--- src/gpc_pkg.sv ---
// Package with the constants, types and helpers of the pin configuration block
package gpc_pkg;

  // Number of pins handled
  localparam int NUM_PINS = 8;

  // Register offsets on the management bus
  localparam logic [7:0] ADDR_CFG_BASE = 8'h36;
  localparam logic [7:0] ADDR_PULLUP = 8'h3e;
  localparam logic [7:0] ADDR_PULLDOWN = 8'h3f;
  localparam logic [7:0] ADDR_ALT = 8'h40;

  // Pin configuration values after reset
  localparam logic [7:0] CFG_RST_PLAIN = 8'h02;
  localparam logic [7:0] CFG_RST_PIN4_PLAIN = 8'h03;
  localparam logic [7:0] CFG_RST_ALT_IN = 8'h02;
  localparam logic [7:0] CFG_RST_ALT_OUT = 8'h00;
  localparam logic [7:0] CFG_RST_PIN4_ALT = 8'h01;

  // Pull and alternate enables after reset, before the fuse load
  localparam logic [7:0] PULL_RST = 8'h00;
  localparam logic [7:0] ALT_RST = 8'h00;

  // Value returned for an unmapped read
  localparam logic [7:0] UNMAPPED_DATA = 8'h00;

  // Pin configuration register layout, bit 7 first
  typedef struct packed {
    logic [1:0] input_debounce_sel; // Debounce time code
    logic [1:0] edge_irq_select; // Edge interrupt code
    logic out_level; // Output drive level
    logic in_level; // Input level, read only as input
    logic pin_direction; // 0 output, 1 input
    logic drive_type_select; // 0 open drain, 1 push pull
  } gpc_pin_cfg_t;

  // One register access from the serial engine
  typedef struct packed {
    logic wr; // Write strobe, one cycle
    logic rd; // Read strobe, one cycle
    logic [7:0] addr; // Register offset
    logic [7:0] wdata; // Write data
  } gpc_reg_req_t;

  // Pins whose alternate function drives the pad
  function automatic logic is_alt_out_pin(input int pin);
    return (pin >= 1) && (pin <= 4);
  endfunction

  // Pins whose alternate function is a polarity-selected input
  function automatic logic is_alt_in_pin(input int pin);
    return (pin == 0) || (pin == 5) || (pin == 6);
  endfunction

  // Reset value of one pin configuration register
  function automatic logic [7:0] cfg_reset(input int pin, input logic alt);
    logic [7:0] val;
    val = CFG_RST_PLAIN;
    if (!alt) begin
      val = (pin == 4) ? CFG_RST_PIN4_PLAIN : CFG_RST_PLAIN;
    end else if (pin == 4) begin
      val = CFG_RST_PIN4_ALT;
    end else if (is_alt_in_pin(pin)) begin
      val = CFG_RST_ALT_IN;
    end else begin
      val = CFG_RST_ALT_OUT;
    end
    return val;
  endfunction

endpackage
--- src/gpc_pin_config.sv ---
// Pin configuration, pull enables and alternate mode register block
`timescale 1ns/1ps
`default_nettype none

module gpc_pin_config #(
  parameter int NUM_PINS = gpc_pkg::NUM_PINS
) (
  input wire logic clk_in,
  input wire logic reset_n_in,
  input wire logic shutdown_in,
  input wire logic [NUM_PINS-1:0] otp_alt_in,
  input wire gpc_pkg::gpc_reg_req_t reg_req_in,
  output logic [7:0] reg_rdata_out,
  output logic reg_hit_out,
  input wire logic [NUM_PINS-1:0] pad_in,
  input wire logic [2:0] seq_level_in,
  input wire logic slow_clk_in,
  output logic [NUM_PINS-1:0] pad_out_out,
  output logic [NUM_PINS-1:0] pad_oe_out,
  output logic [NUM_PINS-1:0] pull_up_out,
  output logic [NUM_PINS-1:0] pull_down_out,
  output logic lpm_ctrl_out,
  output logic first_buck_dvs_out,
  output logic second_buck_dvs_out,
  output logic ref_enable_out
);

  // Register state
  gpc_pkg::gpc_pin_cfg_t cfg_ff [NUM_PINS]; // Pin configuration
  gpc_pkg::gpc_pin_cfg_t nxt_cfg [NUM_PINS];
  logic [NUM_PINS-1:0] pue_ff, nxt_pue; // Pull-up enables
  logic [NUM_PINS-1:0] pde_ff, nxt_pde; // Pull-down enables
  logic [NUM_PINS-1:0] ame_ff, nxt_ame; // Alternate enables
  logic load_ff, nxt_load; // Fuse load pending
  logic [7:0] rdata_ff, nxt_rdata; // Read data
  logic hit_ff, nxt_hit; // Read hit a register

  // Combinational pin results
  logic [NUM_PINS-1:0] mux_out, mux_oe, mux_dir, mux_func, mux_ref, alt_level;

  // Pad output registers
  logic [NUM_PINS-1:0] pad_out_ff, pad_oe_ff, pu_ff, pd_ff;
  logic lpm_ff, dvs0_ff, dvs1_ff, ref_ff;

  // One pin mux per pin
  genvar gi;
  generate
    for (gi = 0; gi < NUM_PINS; gi++) begin : g_pin
      // Alternate output level source for pins 1 to 4
      if (gi >= 1 && gi <= 3) begin : g_seq
        assign alt_level[gi] = seq_level_in[gi-1];
      end else if (gi == 4) begin : g_clk
        assign alt_level[gi] = slow_clk_in;
      end else begin : g_none
        assign alt_level[gi] = 1'b0;
      end
      gpc_pin_mux #(.PIN(gi)) u_mux (
        .cfg_in(cfg_ff[gi]),
        .alt_en_in(ame_ff[gi]),
        .pad_in(pad_in[gi]),
        .alt_level_in(alt_level[gi]),
        .pad_out_out(mux_out[gi]),
        .pad_oe_out(mux_oe[gi]),
        .eff_dir_out(mux_dir[gi]),
        .func_level_out(mux_func[gi]),
        .ref_en_out(mux_ref[gi])
      );
    end
  endgenerate

  // Next register values: shutdown, load, bus write, bus read
  always_comb begin
    nxt_pue = pue_ff;
    nxt_pde = pde_ff;
    nxt_ame = ame_ff;
    nxt_load = 1'b0;
    nxt_rdata = rdata_ff;
    nxt_hit = hit_ff;
    for (int i = 0; i < NUM_PINS; i++) begin
      nxt_cfg[i] = cfg_ff[i];
    end
    if (shutdown_in) begin
      // Shutdown restores reset values, then reloads fuses
      nxt_pue = gpc_pkg::PULL_RST;
      nxt_pde = gpc_pkg::PULL_RST;
      nxt_ame = gpc_pkg::ALT_RST;
      nxt_load = 1'b1;
      for (int i = 0; i < NUM_PINS; i++) begin
        nxt_cfg[i] = gpc_pkg::cfg_reset(i, 1'b0);
      end
    end else if (load_ff) begin
      // Alternate enables and matching configs from fuses
      nxt_ame = otp_alt_in;
      for (int i = 0; i < NUM_PINS; i++) begin
        nxt_cfg[i] = gpc_pkg::cfg_reset(i, otp_alt_in[i]);
      end
    end else if (reg_req_in.wr) begin
      // Register write
      if (reg_req_in.addr == gpc_pkg::ADDR_PULLUP) begin
        nxt_pue = reg_req_in.wdata;
      end else if (reg_req_in.addr == gpc_pkg::ADDR_PULLDOWN) begin
        nxt_pde = reg_req_in.wdata;
      end else if (reg_req_in.addr == gpc_pkg::ADDR_ALT) begin
        nxt_ame = reg_req_in.wdata;
      end
      for (int i = 0; i < NUM_PINS; i++) begin
        if (reg_req_in.addr == gpc_pkg::ADDR_CFG_BASE + 8'(i)) begin
          nxt_cfg[i] = reg_req_in.wdata;
          // Input level is read only while the pin is an input
          if (cfg_ff[i].pin_direction) begin
            nxt_cfg[i].in_level = cfg_ff[i].in_level;
          end
        end
      end
    end
    if (reg_req_in.rd) begin
      // Register read, unmapped offsets read zero
      nxt_rdata = gpc_pkg::UNMAPPED_DATA;
      nxt_hit = 1'b0;
      if (reg_req_in.addr == gpc_pkg::ADDR_PULLUP) begin
        nxt_rdata = pue_ff;
        nxt_hit = 1'b1;
      end else if (reg_req_in.addr == gpc_pkg::ADDR_PULLDOWN) begin
        nxt_rdata = pde_ff;
        nxt_hit = 1'b1;
      end else if (reg_req_in.addr == gpc_pkg::ADDR_ALT) begin
        nxt_rdata = ame_ff;
        nxt_hit = 1'b1;
      end
      for (int i = 0; i < NUM_PINS; i++) begin
        if (reg_req_in.addr == gpc_pkg::ADDR_CFG_BASE + 8'(i)) begin
          nxt_rdata = cfg_ff[i];
          nxt_rdata[1] = mux_dir[i];
          // Live pad level shows while the pin is an input
          if (mux_dir[i]) begin
            nxt_rdata[2] = pad_in[i];
          end
          nxt_hit = 1'b1;
        end
      end
    end
  end

  // Register storage
  always_ff @(posedge clk_in or negedge reset_n_in) begin
    if (!reset_n_in) begin
      pue_ff <= gpc_pkg::PULL_RST;
      pde_ff <= gpc_pkg::PULL_RST;
      ame_ff <= gpc_pkg::ALT_RST;
      load_ff <= 1'b1;
      rdata_ff <= gpc_pkg::UNMAPPED_DATA;
      hit_ff <= 1'b0;
      for (int i = 0; i < NUM_PINS; i++) begin
        cfg_ff[i] <= gpc_pkg::CFG_RST_PLAIN;
      end
    end else begin
      pue_ff <= nxt_pue;
      pde_ff <= nxt_pde;
      ame_ff <= nxt_ame;
      load_ff <= nxt_load;
      rdata_ff <= nxt_rdata;
      hit_ff <= nxt_hit;
      for (int i = 0; i < NUM_PINS; i++) begin
        cfg_ff[i] <= nxt_cfg[i];
      end
    end
  end

  // Registered pad and function outputs
  always_ff @(posedge clk_in or negedge reset_n_in) begin
    if (!reset_n_in) begin
      pad_out_ff <= '0;
      pad_oe_ff <= '0;
      pu_ff <= '0;
      pd_ff <= '0;
      lpm_ff <= 1'b0;
      dvs0_ff <= 1'b0;
      dvs1_ff <= 1'b0;
      ref_ff <= 1'b0;
    end else begin
      pad_out_ff <= mux_out;
      pad_oe_ff <= mux_oe;
      pu_ff <= pue_ff;
      pd_ff <= pde_ff;
      lpm_ff <= mux_func[0];
      dvs0_ff <= mux_func[5];
      dvs1_ff <= mux_func[6];
      ref_ff <= mux_ref[7];
    end
  end

  assign reg_rdata_out = rdata_ff;
  assign reg_hit_out = hit_ff;
  assign pad_out_out = pad_out_ff;
  assign pad_oe_out = pad_oe_ff;
  assign pull_up_out = pu_ff;
  assign pull_down_out = pd_ff;
  assign lpm_ctrl_out = lpm_ff;
  assign first_buck_dvs_out = dvs0_ff;
  assign second_buck_dvs_out = dvs1_ff;
  assign ref_enable_out = ref_ff;

  // Checks on the pin behaviour
  a_plain_out_drive: assert property (@(posedge clk_in) disable iff (!reset_n_in)
    (!ame_ff[2] && !cfg_ff[2].pin_direction && cfg_ff[2].drive_type_select)
    |=> (pad_oe_out[2] && pad_out_out[2] == $past(cfg_ff[2].out_level)))
    else $error("plain output pin 2 not driven");
  a_alt_out_high: assert property (@(posedge clk_in) disable iff (!reset_n_in)
    (ame_ff[1] && cfg_ff[1].drive_type_select)
    |=> (pad_oe_out[1] && pad_out_out[1] == $past(seq_level_in[0])))
    else $error("pin 1 alternate output wrong");
  a_alt_in_polarity: assert property (@(posedge clk_in) disable iff (!reset_n_in)
    ame_ff[5] |=> first_buck_dvs_out == ($past(cfg_ff[5].pin_direction) ~^ $past(pad_in[5])))
    else $error("first buck scaling input polarity wrong");
  a_open_drain_low: assert property (@(posedge clk_in) disable iff (!reset_n_in)
    (!ame_ff[3] && !cfg_ff[3].pin_direction && !cfg_ff[3].drive_type_select)
    |=> (!pad_out_out[3] && pad_oe_out[3] == !$past(cfg_ff[3].out_level)))
    else $error("open drain pin 3 wrong");
  a_input_no_drive: assert property (@(posedge clk_in) disable iff (!reset_n_in)
    (!ame_ff[0] && cfg_ff[0].pin_direction) |=> !pad_oe_out[0])
    else $error("input pin 0 driven");
  a_pull_follows: assert property (@(posedge clk_in) disable iff (!reset_n_in)
    ##1 (pull_up_out == $past(pue_ff) && pull_down_out == $past(pde_ff)))
    else $error("pull enables do not follow registers");
  a_ref_output: assert property (@(posedge clk_in) disable iff (!reset_n_in)
    ame_ff[7] |=> (ref_enable_out && !pad_oe_out[7]))
    else $error("pin 7 reference not selected");
  a_dir_forced: assert property (@(posedge clk_in) disable iff (!reset_n_in)
    (ame_ff[7] && reg_req_in.rd && reg_req_in.addr == 8'h3d) |=> !reg_rdata_out[1])
    else $error("pin 7 direction not forced to zero");
  a_second_buck_in: assert property (@(posedge clk_in) disable iff (!reset_n_in)
    ame_ff[6] |=> second_buck_dvs_out == ($past(cfg_ff[6].pin_direction) ~^ $past(pad_in[6])))
    else $error("second buck scaling input wrong");
  a_otp_load: assert property (@(posedge clk_in) disable iff (!reset_n_in)
    (load_ff && !shutdown_in) |=> ame_ff == $past(otp_alt_in))
    else $error("alternate enables not loaded from fuses");
  a_lpm_input: assert property (@(posedge clk_in) disable iff (!reset_n_in)
    !ame_ff[0] |=> !lpm_ctrl_out)
    else $error("low-power input active without alternate mode");
  a_slow_clock_out: assert property (@(posedge clk_in) disable iff (!reset_n_in)
    (ame_ff[4] && cfg_ff[4].drive_type_select) |=> pad_out_out[4] == $past(slow_clk_in))
    else $error("pin 4 slow clock not driven");
  a_shutdown_clear: assert property (@(posedge clk_in) disable iff (!reset_n_in)
    shutdown_in |=> (pue_ff == 8'h00 && pde_ff == 8'h00 && load_ff))
    else $error("shutdown did not restore reset values");

endmodule // gpc_pin_config
`default_nettype wire

--- src/gpc_pin_mux.sv ---
// Per-pin pad control and alternate function select
`timescale 1ns/1ps
`default_nettype none

module gpc_pin_mux #(
  parameter int PIN = 0
) (
  input wire gpc_pkg::gpc_pin_cfg_t cfg_in,
  input wire logic alt_en_in,
  input wire logic pad_in,
  input wire logic alt_level_in,
  output logic pad_out_out,
  output logic pad_oe_out,
  output logic eff_dir_out,
  output logic func_level_out,
  output logic ref_en_out
);

  logic drives; // Pad driver in use
  logic level; // Level the driver shows

  // Pad driver, direction and alternate function decode
  always_comb begin
    drives = 1'b0;
    level = 1'b0;
    if (!alt_en_in) begin
      // Plain pin, direction field rules
      drives = !cfg_in.pin_direction;
      level = cfg_in.out_level;
    end else if (gpc_pkg::is_alt_out_pin(PIN)) begin
      // Active-high alternate output whatever the direction field
      drives = 1'b1;
      level = alt_level_in;
    end
    if (drives && cfg_in.drive_type_select) begin
      // Push-pull driver
      pad_oe_out = 1'b1;
      pad_out_out = level;
    end else if (drives) begin
      // Open drain: only pulls low
      pad_oe_out = !level;
      pad_out_out = 1'b0;
    end else begin
      // Input or reference: drive type ignored
      pad_oe_out = 1'b0;
      pad_out_out = 1'b0;
    end
    // Direction seen inside, cleared for pins 4 and 7 in alternate mode
    eff_dir_out = (alt_en_in && (PIN == 4 || PIN == 7)) ? 1'b0 : cfg_in.pin_direction;
    // Alternate input with selectable polarity
    if (alt_en_in && gpc_pkg::is_alt_in_pin(PIN)) begin
      func_level_out = cfg_in.pin_direction ? pad_in : !pad_in;
    end else begin
      func_level_out = 1'b0;
    end
    ref_en_out = alt_en_in && (PIN == 7);
  end

endmodule // gpc_pin_mux
`default_nettype wire

--- config.mk ---
export PLATFORM = sky130hd
export DESIGN_NAME = gpc_pin_config
export DESIGN_NICKNAME = d
export VERILOG_FILES = /design/src/gpc_pkg.sv /design/src/gpc_pin_config.sv /design/src/gpc_pin_mux.sv
export SDC_FILE = /design/constraint.sdc
export NUM_CORES = 1
export LEC_CHECK = 0
export BUFFER_PORTS_ARGS = -buffer_cell sky130_fd_sc_hd__buf_2
export CAP_MARGIN = 40
export CORE_ASPECT_RATIO = 0.5
export CORE_UTILIZATION = 45
export DETAILED_ROUTE_END_ITERATION = 8
export GPL_TIMING_DRIVEN = 1
export PLACE_DENSITY_LB_ADDON = 0.05
export REMOVE_ABC_BUFFERS = 1
export SLEW_MARGIN = 10
export SYNTH_ARGS = -nofsm -noshare
export SYNTH_HDL_FRONTEND = slang
export SYNTH_SLANG_ARGS = --single-unit
export TNS_END_PERCENT = 20
--- constraint.sdc ---
create_clock -name clk_in -period 2.4 [get_ports clk_in]
set_input_delay 0.36 -clock clk_in [delete_from_list [all_inputs] [get_ports clk_in]]
set_output_delay 0.36 -clock clk_in [all_outputs]
set_load 0.05 [all_outputs]
# Word level (Yosys, flattened, before mapping)
# Cells that the tools add are included.
[word_totals]
out_inout_bits = 45
register_bits = 134
in_bits = 41
elab_cells = 262
[op_classes]
n_mux = 118
reduce_logical = 59
n_eq_ne = 23
[ops]
columns = ["op", "n"]
rows = [
  ["$mux 8", 34],
  ["$mux 64", 3],
  ["$eq 8x6->1 const B", 10],
  ["$mux 1", 76],
  ["$reduce_bool 3->1", 10],
  ["$reduce_and 3->1", 9],
  ["$ne 3x2->1 const B", 8],
  ["$logic_not 1->1", 19],
  ["$reduce_and 2->1", 8],
  ["$mux 2", 5],
  ["$eq 8x7->1 const B", 1],
  ["$logic_and 1x1->1", 8],
  ["$reduce_and 4->1", 2],
  ["$ne 3x3->1 const B", 2],
  ["$reduce_bool 2->1", 3],
  ["$ne 2x2->1 const B", 2],
]

# Depth between registers and ports, before layout
[logic_depth]
depth_word = 12
depth_mapped = 8
mapped_depth_nobuf = 5

# Cells and area by module
# Synthesis repeated with hierarchy kept, for this count alone.
[unflattened]
cells_unflattened = 670
hier_area_um2 = 6855.3
[modules_own_cells]
columns = ["module", "n_inst", "cells_per_inst", "area_each_um2", "seq_area_each_um2"]
rows = [
  ["gpc_pin_config", 1, 595, 6379.9, 3364.5],
  ["gpc_pin_mux (g_pin[1].u_mux ...)", 3, 10, 66.3, 0.0],
  ["gpc_pin_mux (g_pin[0].u_mux ...)", 3, 9, 53.8, 0.0],
  ["gpc_pin_mux (g_pin[4].u_mux)", 1, 10, 65.1, 0.0],
  ["gpc_pin_mux (g_pin[7].u_mux)", 1, 8, 50.0, 0.0],
]

# Worst setup path after synthesis
# No wires, ideal clock.
[synth_timing]
kind = "input port to flip-flop"
from = "in reg_req_in[14] (netlist bit)"
to = "reg cfg_ff[34] (netlist bit)"
required_time_ns = 2.264
setup_ns = 0.136
path_slack_ns = 0.669
stages = 6
path_buffers = 2
arrival_ns = 1.594
path_cell_list = "and4bb_2 > buf_4 > buf_4 > nand4_2 > o21ai_0 > a21oi_1"
[synth_via]
elab_chain_len = 3
[synth_lines]
columns = ["element", "line_no", "text"]
rows = [
  ["start: declaration", "gpc_pin_config.sv:12", "input wire gpc_pkg::gpc_reg_req_t reg_req_in,"],
  ["$eq 8x6->1", "gpc_pin_config.sv:107", "if (reg_req_in.addr == gpc_pkg::ADDR_CFG_BASE + 8'(i)) begin"],
  ["$reduce_bool 3->1 (no source line)", "--", ""],
  ["$reduce_and 3->1 (no source line)", "--", ""],
  ["end signal: indexed assignment", "gpc_pin_config.sv:154", "cfg_ff[i] <= gpc_pkg::CFG_RST_PLAIN;"],
  ["end signal: indexed assignment", "gpc_pin_config.sv:164", "cfg_ff[i] <= nxt_cfg[i];"],
  ["end: declaration", "gpc_pin_config.sv:29", "gpc_pkg::gpc_pin_cfg_t cfg_ff [NUM_PINS];"],
]
# Every way passes these cells.
# A chain may end at the register's enable or synchronous reset.

# Worst setup path in the final report
[layout_timing]
from = "in reg_req_in[13] (netlist bit)"
to = "reg rdata_ff[4] (netlist: reg_rdata_out[4])"
[layout_via]
elab_chain_len = 12
elab_cells_between_ends = 22
cone_classes = "eq/ne: 11; mux: 11"
[layout_lines]
columns = ["element", "line_no", "text"]
rows = [
  ["$eq 8x7->1", "gpc_pin_config.sv:126", "end else if (reg_req_in.addr == gpc_pkg::ADDR_ALT) begin"],
  ["$mux 8", "gpc_pin_config.sv:126", ""],
  ["$mux 8", "gpc_pin_config.sv:123", "end else if (reg_req_in.addr == gpc_pkg::ADDR_PULLDOWN) begin"],
  ["$mux 8", "gpc_pin_config.sv:120", "if (reg_req_in.addr == gpc_pkg::ADDR_PULLUP) begin"],
  ["$mux 8 (7 in a row)", "gpc_pin_config.sv:131", "if (reg_req_in.addr == gpc_pkg::ADDR_CFG_BASE + 8'(i)) begin"],
  ["$mux 8 *", "gpc_pin_config.sv:131", ""],
  ["end signal: assignment", "gpc_pin_config.sv:151", "rdata_ff <= gpc_pkg::UNMAPPED_DATA;"],
  ["end signal: assignment", "gpc_pin_config.sv:161", "rdata_ff <= nxt_rdata;"],
  ["end: declaration", "gpc_pin_config.sv:35", "logic [7:0] rdata_ff, nxt_rdata;"],
]
# Every way passes the cells marked *; elsewhere a longest branch is shown, timed or not.

==> out/results.tsv <==
metric	value	unit
grt_max_degree	56	
place_area	0.007441	mm^2
clock_tree.buffer_depth	2	
setup.worst_path.start_class	input port	
ir_drop	0.4269	mV
startpoint	reg_req_in[13]	
async_flop_share	100.0	%
finalSetupTns	0	ns
hp-start	slow_clk_in	
final_common_cell	dfrtp_1	
first_pass_iters	7	
htree_levels	4	
path_class	input port to flop	
core_area	0.01447	mm^2
ios	86	
reg2reg_from	cfg_ff[25]	
fin_util	55.66	%
multi_input_area	0.003040	mm^2
viasPerCell	5.869	
clock-root-buffer	clkbuf_16	
slew_headroom	36.60	%
ys.flop_type	dfrtp_1	
yosysWarnings	0	
worstPathMaxFanout	14	
maxClockFrequency	491.4	MHz
insertion_delay	0.42	ns
syn-instance-count	663	
fin_crit	2.035	ns
drtAntennaViolNets	0	
drive_gt1_share	24.12	%
final-seq-area	0.003364	mm^2
wl_per_cell	22.52	um
status	finished, violations left	
most-common-layout-cells	dfrtp_1 (125), nor2_1 (92), buf_2 (84)	
place_congestion	0.9092	
start_util	46.17	%
io_buffers	85	
floorplan.rows	31	
globalRouteOverflowTotal	0	
area_delta_synth_final	20.55	%
drc	2	
syn_area	0.006680	mm^2
grt_usage	29.19	%
finalHoldViolCount	0	
worstPathArrival	2.33	ns
routed_wl	21740	um
fin_skew	0.01002	ns
synth-seq-cells	134	
crit_required	2.70	ns
diodes	0	
cts_tree	built	
drt_iter0_drc	642	
vias	5664	
failed_checks	design-rule violations	
tightest_slew	0.9510	ns
seq_area_frac_synth	50.37	%
die_x	174.3	um
path_clk_slew	0.06	ns
place.detailed.hpwl	15280	um
ys_types	63	
drv_cap	0	
design_area	0.008053	mm^2
die_area	0.01537	mm^2
period_share	84.79	%
cts-buffers-inserted	17	
cp-end-kind	flop	
grt_setup_unrepaired	false	
holdCritPathClass	input port to flop	
numClockSinks	134	
maxSlewViolCount	0	
fillers	1353	
antenna_found_initial	0	
nNetsFinal	795	
synth-edff-count	0	
p_per_area	690.5	mW/mm^2
dp.cells	932	
die_h	88.16	um
grt_pass1_wl	32460	um
power_leakage	3.858	nW
instances_no_fill	965	
grt_pass1_vias	5151	
post_synth.cell_area_avg	10.08	um^2
setup-violations-final	0	
[critical path, cell delays in order]
cell and delay (ns):
buf_2 0.11, and4bb_2 0.34, buf_4 0.24, nand3_1 0.16, a21boi_0 0.50, o221ai_1 0.28
a221o_1 0.34
[per-layer routing]
metal  track usage [%]  up-vias  share of wire, %
li1                  -     2556                 -
met1             46.43     2863                51
met2             40.20      233                41
met3             5.729       12               7.5
met4             5.901        0              0.52
met5                 0        -                 0
[metrics by stage]
step	setup WS, ns	hold slack [ns]	power (mW)
2_1_floorplan	0.3628	0.06441	2.587
4_1_cts	0.5182	0.1332	5.586
5_1_grt	0.3693	0.1447	5.728
3_5_place_dp	0.07181	0.3546	2.891
6_report	0.3651	0.1431	5.561
3_3_place_gp	0.05545	0.3526	2.886
[synthesized netlist by cell type, types with 4 or more instances]
| cell | number | area share [%] |
|---|---|---|
| dfrtp_1 | 125 | 47 |
| nor2_1 | 92 | 5.2 |
| mux2i_1 | 77 | 12 |
| nand2_1 | 58 | 3.3 |
| a21oi_1 | 45 | 3.4 |
| clkbuf_1 | 26 | 1.5 |
| nand3_1 | 19 | 1.4 |
| buf_2 | 16 | 1.2 |
| a211oi_1 | 15 | 1.7 |
| o21ai_0 | 15 | 1.1 |
| inv_1 | 13 | 0.73 |
| nor2b_1 | 10 | 0.94 |
| dfstp_2 | 9 | 3.5 |
| nand2b_1 | 9 | 0.84 |
| a31oi_1 | 8 | 0.75 |
| and2_1 | 7 | 0.66 |
| o31ai_1 | 7 | 0.79 |
| nor3b_1 | 6 | 0.67 |
| o221ai_1 | 6 | 0.79 |
| nand4_1 | 5 | 0.47 |
| nor3_1 | 5 | 0.37 |
| buf_1 | 4 | 0.22 |
| mux2_2 | 4 | 0.67 |
| nor4_1 | 4 | 0.37 |
| o2111a_1 | 4 | 0.67 |
[kinds of logic (layout without fill, tap and decap cells)]
group / Yosys count / count (layout) / synth area share, %
xor+xnor: 3 / 3 / 0.3934
mux: 81 / 81 / 12.21
simple gates: 244 / 244 / 18.71
buf+inv: 63 / 167 / 4.121
compound gates: 138 / 138 / 14.20
flops: 134 / 134 / 50.37
[where the power goes]
| group | internal [mW] | switching, mW |
|---|---|---|
| logic | 0.147 | 0.371 |
| registers | 2.30 | 0.0386 |
| clock network | 1.66 | 1.04 |
| total | 4.11 | 1.45 |
[area by class of cell]
class                   count  share of cell area (%)
clock buffers              20                   5.547
flip-flops and latches    134                   41.78
repair buffers            122                   9.307
inverters                  13                  0.6060
clock inverters            12                   1.927
multi-input cells         466                   37.76
well taps                 198                   3.076
[repair_timing]
action	CTS	global route
buffers inserted	0	0
resized for setup	0	0
endpoints found under the hold margin	44	0
setup endpoints to repair	0	0
hold buffers	1	0
[flip-flops by register name (all words and copies together) (netlist names), 8 cells and up]
| register | flops |
|---|---|
| cfg_ff | 64 |
| ame_ff | 8 |
| pad_oe_out | 8 |
| pad_out_out | 8 |
| pde_ff | 8 |
| pue_ff | 8 |
| pull_down_out | 8 |
| pull_up_out | 8 |
| reg_rdata_out | 8 |
[path summary, 6_finish.rpt]
path / depth (start not counted) / end / slack, ns
max reg2reg: 5 / reg_rdata_out[2] / 0.53
min in group asynchronous: 2 / ame_ff[2] / 0.46
max in group asynchronous: 3 / cfg_ff[9] / 1.17
min reg2reg: 0 / pull_up_out[0] / 0.40
max: 7 / reg_rdata_out[4] / 0.37
min: 2 / pad_oe_out[4] / 0.14
Power figures use the tool's default switching activity.
